$ cat src/core/tts_defines.vh
// Function
// - full mode always has exactly eight terms
// - trigger term selectable except term one
// - full mode triggers on entering trigger term
// - full simple trigger: term one, trigger two
// - easy mode: trigger on last-term primary branch
// - easy simple trigger: single term sequencer
// - easy primary branch goes to next term
// - full primary branch targets any term
// - easy shared secondary branch restarts term one
// - full per-term secondary condition and target
// - easy mode: one global storage qualifier
// - full mode: per-term storage qualifier
// - eight pattern comparators plus one range
// - pattern: and-equal, or-unequal, or constant
// - comparators writable only in full mode
// - two resource sets as grouped
// - intraset operator is OR or NOR
// - intraset first, then interset AND/OR
// - illegal qualifier refused with code 1249
// - easy mode holds at most four terms
`ifndef TTS_DEFINES_VH
`define TTS_DEFINES_VH
`define TTS_NTERMS 8
`define TTS_EASY_MAX 4
`define TTS_ERR_CODE 16'h04e1
`define TTS_ERR_NONE 16'h0000
`define TTS_TERM_ONE 3'h0
`define TTS_TERM_TWO 3'h1
`define TTS_PM_EQ_AND 3'h0
`define TTS_PM_NE_OR 3'h1
`define TTS_PM_ALL 3'h2
`define TTS_PM_ANY 3'h3
`define TTS_PM_NONE 3'h4
`define TTS_PM_NEVER 3'h5
`define TTS_Q_SEL1 0
`define TTS_Q_SEL2 7
`define TTS_Q_NOR1 13
`define TTS_Q_NOR2 14
`define TTS_Q_AND 15
`define TTS_Q_USE1 16
`define TTS_Q_USE2 17
`define TTS_Q_BAD 18
`define TTS_Q_W 19
`endif

$ cat src/core/tts_sequencer.v
`timescale 1ns/1ps
`default_nettype none
`include "tts_defines.vh"
module tts_sequencer #(
  parameter DW = 32
) (
  input wire clock_i,
  input wire rstn_i,
  input wire init_i,
  input wire state_valid_i,
  input wire [DW-1:0] state_i,
  input wire arm_i,
  input wire full_mode_i,
  input wire simple_trigger_setup_i,
  input wire [`TTS_Q_W-1:0] simple_qual_i,
  input wire [2:0] easy_nterms_i,
  input wire [2:0] trig_term_i,
  input wire term_wr_i,
  input wire [2:0] term_idx_i,
  input wire [`TTS_Q_W-1:0] term_pri_qual_i,
  input wire [2:0] term_pri_dest_i,
  input wire [`TTS_Q_W-1:0] term_sec_qual_i,
  input wire [2:0] term_sec_dest_i,
  input wire [`TTS_Q_W-1:0] term_sto_qual_i,
  input wire sto_all_i,
  input wire [`TTS_Q_W-1:0] glob_sec_qual_i,
  input wire [`TTS_Q_W-1:0] glob_sto_qual_i,
  input wire pat_wr_i,
  input wire [2:0] pat_idx_i,
  input wire [2:0] pat_mode_i,
  input wire [DW-1:0] pat_value_i,
  input wire [DW-1:0] pat_mask_i,
  input wire rng_wr_i,
  input wire [DW-1:0] rng_lo_i,
  input wire [DW-1:0] rng_hi_i,
  output reg trigger_o,
  output reg triggered_o,
  output reg store_o,
  output reg [DW-1:0] store_data_o,
  output reg [2:0] term_o,
  output reg qual_err_o,
  output reg [15:0] err_code_o
);
  localparam NT = `TTS_NTERMS;
  reg [DW-1:0] st_s1_ff, st_s2_ff;
  reg vld_s1_ff, vld_s2_ff, arm_s1_ff, arm_s2_ff;
  reg [2:0] pmode_ff [0:NT-1];
  reg [DW-1:0] pval_ff [0:NT-1];
  reg [DW-1:0] pmsk_ff [0:NT-1];
  reg [DW-1:0] rlo_ff, rhi_ff;
  reg [`TTS_Q_W-1:0] pq_ff [0:NT-1];
  reg [`TTS_Q_W-1:0] sq_ff [0:NT-1];
  reg [`TTS_Q_W-1:0] oq_ff [0:NT-1];
  reg [2:0] pd_ff [0:NT-1];
  reg [2:0] sd_ff [0:NT-1];
  reg [2:0] trig_ff;
  reg [2:0] last_ff;
  reg [2:0] nxt_term;
  reg nxt_trig;
  reg [NT-1:0] pat_hit;
  reg in_rng;
  integer i;

  // pattern comparator match
  function pat_match;
    input [2:0] mode;
    input [DW-1:0] val, msk, s;
    begin
      case (mode)
        `TTS_PM_EQ_AND: pat_match = ((s ^ val) & msk) == {DW{1'b0}};
        `TTS_PM_NE_OR: pat_match = ((s ^ val) & msk) != {DW{1'b0}};
        `TTS_PM_ALL, `TTS_PM_ANY: pat_match = 1'b1;
        default: pat_match = 1'b0;
      endcase
    end
  endfunction

  // qualifier: sets grouped, intraset first, then interset
  function qual_eval;
    input [`TTS_Q_W-1:0] q;
    input [NT-1:0] p;
    input rin, arm;
    reg [5:0] m1;
    reg [4:0] m2;
    reg o1, o2, r1, r2;
    begin
      m1 = q[`TTS_Q_SEL1 +: 6];
      m2 = q[`TTS_Q_SEL2 +: 5];
      o1 = |(m1 & {~rin, rin, p[3:0]});
      o2 = |(m2 & {arm, p[7:4]});
      r1 = q[`TTS_Q_NOR1] ? ~o1 : o1;
      r2 = q[`TTS_Q_NOR2] ? ~o2 : o2;
      if (q[`TTS_Q_BAD])
        qual_eval = 1'b0;
      else if (q[`TTS_Q_USE1] && q[`TTS_Q_USE2])
        qual_eval = q[`TTS_Q_AND] ? (r1 & r2) : (r1 | r2);
      else if (q[`TTS_Q_USE1])
        qual_eval = r1;
      else if (q[`TTS_Q_USE2])
        qual_eval = r2;
      else
        qual_eval = 1'b0;
    end
  endfunction

  integer ip;
  integer it;
  integer io;
  reg nxt_store;
  reg bad_write;
  reg take_state;

  // two-flop synchroniser for the bus state word
  always @(posedge clock_i or negedge rstn_i) begin
    if (!rstn_i) begin
      st_s1_ff <= {DW{1'b0}};
      st_s2_ff <= {DW{1'b0}};
    end else begin
      st_s1_ff <= state_i;
      st_s2_ff <= st_s1_ff;
    end
  end

  // two-flop synchroniser for the state valid pin
  always @(posedge clock_i or negedge rstn_i) begin
    if (!rstn_i) begin
      vld_s1_ff <= 1'b0;
      vld_s2_ff <= 1'b0;
    end else begin
      vld_s1_ff <= state_valid_i;
      vld_s2_ff <= vld_s1_ff;
    end
  end

  // two-flop synchroniser for the arm pin
  always @(posedge clock_i or negedge rstn_i) begin
    if (!rstn_i) begin
      arm_s1_ff <= 1'b0;
      arm_s2_ff <= 1'b0;
    end else begin
      arm_s1_ff <= arm_i;
      arm_s2_ff <= arm_s1_ff;
    end
  end

  // comparators on the synchronised state
  always @* begin
    for (i = 0; i < NT; i = i + 1) begin
      pat_hit[i] = pat_match(pmode_ff[i], pval_ff[i], pmsk_ff[i],
        st_s2_ff);
    end
    in_rng = (st_s2_ff >= rlo_ff) && (st_s2_ff <= rhi_ff);
  end

  // next term and trigger
  always @* begin
    nxt_term = term_o;
    nxt_trig = 1'b0;
    if (full_mode_i) begin
      if (qual_eval(pq_ff[term_o], pat_hit, in_rng, arm_s2_ff)) begin
        nxt_term = pd_ff[term_o];
      end else if (qual_eval(sq_ff[term_o], pat_hit, in_rng, arm_s2_ff)) begin
        nxt_term = sd_ff[term_o];
      end
      if ((nxt_term == trig_ff) && (nxt_term != term_o)) begin
        nxt_trig = 1'b1;
      end
    end else begin
      if (qual_eval(pq_ff[term_o], pat_hit, in_rng, arm_s2_ff)) begin
        if (term_o == last_ff) begin
          nxt_trig = 1'b1;
          nxt_term = `TTS_TERM_ONE;
        end else begin
          nxt_term = term_o + 3'h1;
        end
      end else if (qual_eval(glob_sec_qual_i, pat_hit, in_rng, arm_s2_ff)) begin
        nxt_term = `TTS_TERM_ONE;
      end
    end
  end

  // storage decision for the state being evaluated
  always @* begin
    nxt_store = 1'b0;
    if (full_mode_i) begin
      nxt_store = qual_eval(oq_ff[term_o], pat_hit, in_rng, arm_s2_ff);
    end else begin
      nxt_store = qual_eval(glob_sto_qual_i, pat_hit, in_rng, arm_s2_ff);
    end
  end

  // a state is evaluated on every cycle the synchronised valid is high, until triggered
  always @* begin
    take_state = vld_s2_ff && !triggered_o;
  end

  // a term write carrying the illegal mark is refused whole
  always @* begin
    bad_write = term_pri_qual_i[`TTS_Q_BAD] | term_sec_qual_i[`TTS_Q_BAD] |
      term_sto_qual_i[`TTS_Q_BAD];
  end

  // pattern comparators, writable only in the full configuration
  always @(posedge clock_i or negedge rstn_i) begin
    if (!rstn_i) begin
      for (ip = 0; ip < NT; ip = ip + 1) begin
        pmode_ff[ip] <= `TTS_PM_NEVER;
        pval_ff[ip] <= {DW{1'b0}};
        pmsk_ff[ip] <= {DW{1'b0}};
      end
    end else if (pat_wr_i && full_mode_i) begin
      pmode_ff[pat_idx_i] <= pat_mode_i;
      pval_ff[pat_idx_i] <= pat_value_i;
      pmsk_ff[pat_idx_i] <= pat_mask_i;
    end
  end

  // range comparator bounds, inclusive
  always @(posedge clock_i or negedge rstn_i) begin
    if (!rstn_i) begin
      rlo_ff <= {DW{1'b0}};
      rhi_ff <= {DW{1'b0}};
    end else if (rng_wr_i && full_mode_i) begin
      rlo_ff <= rng_lo_i;
      rhi_ff <= rng_hi_i;
    end
  end

  // trigger term of the full configuration; term one is never chosen
  always @(posedge clock_i or negedge rstn_i) begin
    if (!rstn_i) begin
      trig_ff <= `TTS_TERM_TWO;
    end else if (simple_trigger_setup_i && full_mode_i) begin
      trig_ff <= `TTS_TERM_TWO;
    end else if (trig_term_i != `TTS_TERM_ONE) begin
      trig_ff <= trig_term_i;
    end
  end

  // last term of the easy configuration
  always @(posedge clock_i or negedge rstn_i) begin
    if (!rstn_i) begin
      last_ff <= `TTS_TERM_ONE;
    end else if (simple_trigger_setup_i && !full_mode_i) begin
      last_ff <= `TTS_TERM_ONE;
    end else if (easy_nterms_i != 3'h0 &&
        easy_nterms_i <= `TTS_EASY_MAX) begin
      last_ff <= easy_nterms_i - 3'h1;
    end
  end

  // branch tables: eight terms always present
  always @(posedge clock_i or negedge rstn_i) begin
    if (!rstn_i) begin
      for (it = 0; it < NT; it = it + 1) begin
        pq_ff[it] <= {`TTS_Q_W{1'b0}};
        sq_ff[it] <= {`TTS_Q_W{1'b0}};
        pd_ff[it] <= `TTS_TERM_ONE;
        sd_ff[it] <= `TTS_TERM_ONE;
      end
    end else begin
      if (term_wr_i && !bad_write) begin
        pq_ff[term_idx_i] <= term_pri_qual_i;
        pd_ff[term_idx_i] <= term_pri_dest_i;
        sq_ff[term_idx_i] <= term_sec_qual_i;
        sd_ff[term_idx_i] <= term_sec_dest_i;
      end
      if (simple_trigger_setup_i) begin
        pq_ff[0] <= simple_qual_i;
        pd_ff[0] <= `TTS_TERM_TWO;
      end
    end
  end

  // storage qualifiers, one per term or loaded into all at once
  always @(posedge clock_i or negedge rstn_i) begin
    if (!rstn_i) begin
      for (io = 0; io < NT; io = io + 1) begin
        oq_ff[io] <= {`TTS_Q_W{1'b0}};
      end
    end else if (term_wr_i && !bad_write) begin
      for (io = 0; io < NT; io = io + 1) begin
        if (sto_all_i || io == term_idx_i) begin
          oq_ff[io] <= term_sto_qual_i;
        end
      end
    end
  end

  // refusal of illegal qualifier combinations
  always @(posedge clock_i or negedge rstn_i) begin
    if (!rstn_i) begin
      qual_err_o <= 1'b0;
      err_code_o <= `TTS_ERR_NONE;
    end else if (term_wr_i) begin
      qual_err_o <= bad_write;
      if (bad_write) begin
        err_code_o <= `TTS_ERR_CODE;
      end else begin
        err_code_o <= `TTS_ERR_NONE;
      end
    end
  end

  // current sequence term
  always @(posedge clock_i or negedge rstn_i) begin
    if (!rstn_i) begin
      term_o <= `TTS_TERM_ONE;
    end else if (init_i) begin
      term_o <= `TTS_TERM_ONE;
    end else if (take_state) begin
      term_o <= nxt_term;
    end
  end

  // trigger pulse and the flag that holds until init
  always @(posedge clock_i or negedge rstn_i) begin
    if (!rstn_i) begin
      trigger_o <= 1'b0;
      triggered_o <= 1'b0;
    end else if (init_i) begin
      trigger_o <= 1'b0;
      triggered_o <= 1'b0;
    end else if (take_state) begin
      trigger_o <= nxt_trig;
      triggered_o <= nxt_trig;
    end else begin
      trigger_o <= 1'b0;
    end
  end

  // storage strobe and captured state
  always @(posedge clock_i or negedge rstn_i) begin
    if (!rstn_i) begin
      store_o <= 1'b0;
      store_data_o <= {DW{1'b0}};
    end else if (init_i) begin
      store_o <= 1'b0;
    end else if (take_state) begin
      store_o <= nxt_store;
      store_data_o <= st_s2_ff;
    end else begin
      store_o <= 1'b0;
    end
  end
endmodule // tts_sequencer
`default_nettype wire

$ cat config.mk
export PLATFORM = sky130hd
export DESIGN_NAME = tts_sequencer
export DESIGN_NICKNAME = d
export VERILOG_FILES = /design/src/core/tts_sequencer.v
export VERILOG_INCLUDE_DIRS = /design/src /design/src/core
export SDC_FILE = /design/constraint.sdc
export NUM_CORES = 2
export LEC_CHECK = 0
export ABC_CLOCK_PERIOD_IN_PS = 11800
export BUFFER_PORTS_ARGS = -buffer_cell sky130_fd_sc_hd__buf_2
export CAP_MARGIN = 20
export CORE_ASPECT_RATIO = 1.5
export CORE_MARGIN = 8
export CORE_UTILIZATION = 45
export CTS_CLUSTER_SIZE = 20
export DETAILED_ROUTE_END_ITERATION = 16
export PLACE_DENSITY_LB_ADDON = 0.08
export SYNTH_ARGS = -nofsm -noshare
export SYNTH_HDL_FRONTEND = slang
export SYNTH_SLANG_ARGS = --single-unit
$ cat constraint.sdc
create_clock -name clock_i -period 11.8 [get_ports clock_i]
set_clock_uncertainty 0.15 [all_clocks]
set_input_delay 0 -clock clock_i [delete_from_list [all_inputs] [get_ports clock_i]]
set_output_delay 0 -clock clock_i [all_outputs]
set_load 0.02 [all_outputs]
Word level (Yosys, flattened, before mapping)
Index checks and enable logic that the tools add are counted.

Mux-type cells: 108. Bitwise operators: 53. Shift-type cells: 0. $mul: 0. Order comparisons: 8. Div/mod/pow operators: 0. Reduce and logical (&&, ||, !) cells: 87. $add $sub $neg: 2. Equality and inequality tests: 34.

Operator list (count): $bwmux 256 (2); $bwmux 152 (2); $and 32x32->32 (8); $logic_not 32->1 (8); $reduce_bool 32->1 (8); $xor 32x32->32 (8); $bmux 19 s3 (3); $mux 152 (1); $mux 19 (8); $demux 32 s3 (1); $bwmux 24 (3); $mux 3 (20); $demux 19 s3 (1); $mux 1 (52); $eq 3x2->1 const B (16); $ge 32x32->1 (1); $le 32x32->1 (1); $mux 32 (1); $and 6x6->6 (5); $reduce_or 6->1 (5); $logic_not 3->1 (9); $and 5x5->5 (5); $reduce_or 5->1 (5); $eq 3x1->1 const B (8); other kinds (27) (111).

Latch bits: 0. Input port bits: 306. RAM bits: 0. Register bits: 1233. Output and inout port bits: 55. Logic and storage cells: 373. Memory bits (read-only): 0. Memories: 0.

Logic depth before layout (Yosys ltp)
Depth in word-level cells: 24. Gate-level depth with buffers: 18. Depth with buffers taken out: 16.

Worst setup path after synthesis
Ideal clock, no wire load.

Kind: reg2reg. Start point: register st_s2_ff[0], in the netlist pat_match.s[0]. End point: register triggered_o. Library setup time: 69 ps. Path slack: 7893 ps. Cell stages (with the launch flop): 19. Arrival time: 3689 ps. Path buffers: 2. Path through: dfrtp_1 buf_2 inv_1 ha_1 nand4_1 nor4_1 nand2_2 a22o_1 a31oi_2 nand2_2 mux2_4 and3_2 o31ai_1 a211o_1 buf_6 mux2_4 a211oi_2 o21ai_1 nand3_1.

Longest elaborated chain between the ends: 23.

Ends and longest elaborated chain: from (decl) (line tts_sequencer.v:45) `reg [DW-1:0] st_s1_ff, st_s2_ff;`; from (signal assigned) (line tts_sequencer.v:117) `st_s2_ff <= {DW{1'b0}};`; from (signal assigned) (line tts_sequencer.v:120) `st_s2_ff <= st_s1_ff;`; parallel branches: the longest is 20 deep, another holds $ge 32x32->1; $mux 1 * (line tts_sequencer.v:159) `if (full_mode_i) begin`; $mux 1 * (line tts_sequencer.v:324) `end else if (take_state) begin`; $mux 1 * (line tts_sequencer.v:321) `end else if (init_i) begin`; to (signal assigned) (line tts_sequencer.v:326) `triggered_o <= nxt_trig;`; to (decl) (line tts_sequencer.v:37) `output reg triggered_o,`.

Mark *: on every way between the ends. The select of a mux whose other input is x is not followed. A chain may end at the register's enable or synchronous reset.

Final worst setup path
Start point: register st_s2_ff[4], in the netlist pat_match.s[4]. End point: register term_o[2].

Longest elaborated chain between the ends: 20.

Ends and longest elaborated chain: parallel branches: the longest is 20 deep, another holds $ge 32x32->1; to (signal assigned) (line tts_sequencer.v:308) `` term_o <= `TTS_TERM_ONE; ``; to (signal assigned) (line tts_sequencer.v:310) `` term_o <= `TTS_TERM_ONE; ``; to (signal assigned) (line tts_sequencer.v:312) `term_o <= nxt_term;`; to (decl) (line tts_sequencer.v:40) `output reg [2:0] term_o,`.

Parallel ways; which one is timed is not known. The select of a mux whose other input is x is not followed.

==> flow_summary.yaml <==
finish:
  nNetsFinal: 5029
  syn_to_final_growth_pct: 25.0
  fillerInstances: 9478
  drive_above_1_share: 0.366
  layoutNonFillerInstCount: 6319
  regArea_mm2: 0.0293
  multi_input_area_mm2: 0.0220
clock_tree:
  cts_buffers: 116
  post_cts_buffers: 0
  clk_pin_slew_ps: 60
  clk_latency_ps: 730
  cts_buffer_depth: 3
  cts_tree: "yes"
  h-tree-depth: 3
  cts-resized-gates: 0
  root_buffer: "clkbuf_16"
  cts_num_sinks: 1169
hold_path:
  hold_class: "primary input to register"
grt:
  grt_pass1_wl_um: 235000
  gr-usage-all-layers: 0.244
  grt.overflow.total: 0
  grt_antenna_before_repair: 17
  grt_pass1_vias: 37000
  grt_max_degree: 168
synthesis:
  synth_area_mm2: 0.0525
  synth.area.mux_share: 0.273
  synthFlopType: "dfrtp_1"
  synth-xor-area-share: 0.0464
  yosys.area_share.simple: 0.0438
  synth-edff-count: 0
  synth_top_family_by_area: "multiplexers"
  ys_types: 75
  synth-adder-area-share: 0.0160
  synth_seq_cells: 1169
  async_flop_share: 1.00
  syn_avg_cell_area_um2: 14.0
  ys_seq_area_frac: 0.558
  ys_warn_count: 0
  synth_compound_area_frac: 0.0378
  synthCells: 3758
placed_design:
  dp_cells: 5503
  portBuffers: 337
  gp_congestion: 0.791
  dp_slack_ps: 5600
  post-dp-hpwl_um: 98200
routing:
  drc: 0
  vias_per_cell: 5.35
  vias: 33800
  wl_um: 155000
  ant_nets: 0
  wl_per_cell_um: 24.5
  first_pass_iters: 5
  drt-initial-drc-count: 1731
pwr:
  vdd_drop_max_uv: 132
  leakagePower_nw: 30.0
  total_power_mw: 11.5
  p_per_area_mw_per_mm2: 175
die:
  initial_core_util: 0.453
  fp.dieArea_mm2: 0.128
  fp.coreArea_mm2: 0.116
  die_h_um: 434
  io-pin-count: 361
  rows: 153
  dieWidth_um: 295
timing:
  finalCriticalPeriod_ps: 7460
  fin_ws_ps: 4340
  whs_ps: 41.0
  max-slew-margin-rel: 0.274
  rsz0062_at_grt: "no"
  hold_violations: 0
  drv_slew: 0
  tightest_slew_ps: 1090
  fmax_ghz: 0.134
  setup_tns_ps: 0
  min_period_over_period: 0.632
  finalSetupViolations: 0
flow_run:
  drv_cap: 0
run_status:
  status: "finished, final reports clean"
critical_path:
  arrival_ps: 7960
  critical_path.endpoint: "term_o[2]"
  r2r-start: "pat_match.s[4]"
  criticalPathCategory: "register to register"
  worst-path-max-fanout: 11
  cp.required_ps: 12310
  r2r_end: "term_o[2]"
  startpoint_type: "register"
  r2r_slack_ps: 4340
  cp-end-kind: "register"
  worstSetupStartpoint: "pat_match.s[4]"
  reg2reg_depth: 17
## state kept, by name, indices dropped and copies added, names as in the netlist, 136 cells and up
register / cells
oq_ff: 136
pval_ff: 224
sq_ff: 136
pmsk_ff: 224
pq_ff: 136
## placed cells by master (no fill, tap or decap), drive strengths merged, types with 23 or more instances in the layout
cell type    count
inv             88
xor2           263
dfrtp         1152
buf            398
mux2i           48
nand2          314
a22oi          135
nor2b           23
clkbuf         180
ha              67
mux4           115
nand4           45
nor2            44
dlygate4sd3    583
o21ai           31
a21oi           53
mux2           998
## Yosys cell counts (43+ instances only)
| library cell | count | area, um^2 |
|---|---|---|
| mux4_2 | 108 | 2430 |
| inv_1 | 82 | 308 |
| mux2i_1 | 48 | 480 |
| a22oi_1 | 135 | 1010 |
| a21oi_1 | 53 | 265 |
| nand2_1 | 312 | 1170 |
| mux2_2 | 996 | 11200 |
| xor2_1 | 263 | 2300 |
| nor2_1 | 44 | 165 |
| ha_1 | 67 | 838 |
| buf_2 | 43 | 215 |
| nand4_1 | 44 | 275 |
| clkbuf_1 | 105 | 394 |
| dfrtp_1 | 1152 | 28800 |
## area by class of cell
class	count	area share
antenna	11	0.000420
clock buffer	180	0.0528
clock inverter	40	0.00683
inverter	83	0.00475
multi-input combinational	2305	0.336
sequential	1169	0.446
tap	1550	0.0296
timing repair buffer	981	0.123
## timing repair
item	in CTS	in global routing
endpoints found under the setup margin	0	0
endpoints found under the hold margin	1343	0
hold buffers	584	0
## cell families after synthesis
group           after synthesis
other cells                   1
fa+ha+maj                    67
xor+xnor                    278
compound gates              282
mux                        1161
buf+inv                     294
flops                      1169
simple gates                506
## worst min-delay path by stage
stage	startpoint	end	slack, ps	depth (start not counted)
after floorplan	rstn_i	arm_s1_ff	-450	0
after global placement	rstn_i	rhi_ff[14]	-40	1
after detailed placement	state_i[6]	st_s1_ff[6]	-40	1
after CTS	term_sto_qual_i[15]	oq_ff[15]	2	3
after global routing	term_sto_qual_i[15]	oq_ff[148]	50	3
final	term_pri_qual_i[7]	pq_ff[64]	40	3
## stage by stage
stage | util | instance area [um^2]
6_report | 0.566 | 65600
3_3_place_gp | 0.482 | 55800
2_1_floorplan | - | 52500
5_1_grt | 0.566 | 65600
4_1_cts | 0.566 | 65600
3_5_place_dp | 0.482 | 55800
## layer usage
| metal | share of wire | wire length, um | global-route usage |
|---|---|---|---|
| met1 | 0.40 | 61900 | 0.293 |
| met2 | 0.53 | 81500 | 0.441 |
| met3 | 0.037 | 5770 | 0.0337 |
| met4 | 0.038 | 5870 | 0.0927 |
| met5 | 0.00034 | 53 | 0 |
## power by group
group / switching (mW) / leakage [nW] / internal [mW]
registers: 0.459 / 14.6 / 4.77
clock network: 1.63 / 1.89 / 2.18
logic: 1.15 / 13.5 / 1.31
total: 3.24 / 30.0 / 8.25
## critical path, stage by stage, from the launching register on
cell and delay (ps):
dfrtp_1 910, xor2_1 160, a22oi_1 310, nand4_1 450, nor4_1 560, mux2i_1 760, nor2b_1 720, nand2_1 110
o2111ai_1 120, a21oi_1 70, xor2_1 550, a31oi_1 160, dlygate4sd3_1 580, a211oi_1 270, dlygate4sd3_1 600, o21bai_1 140
o22ai_1 180, dlygate4sd3_1 570
Note: power is estimated with default switching activity, not from simulation.
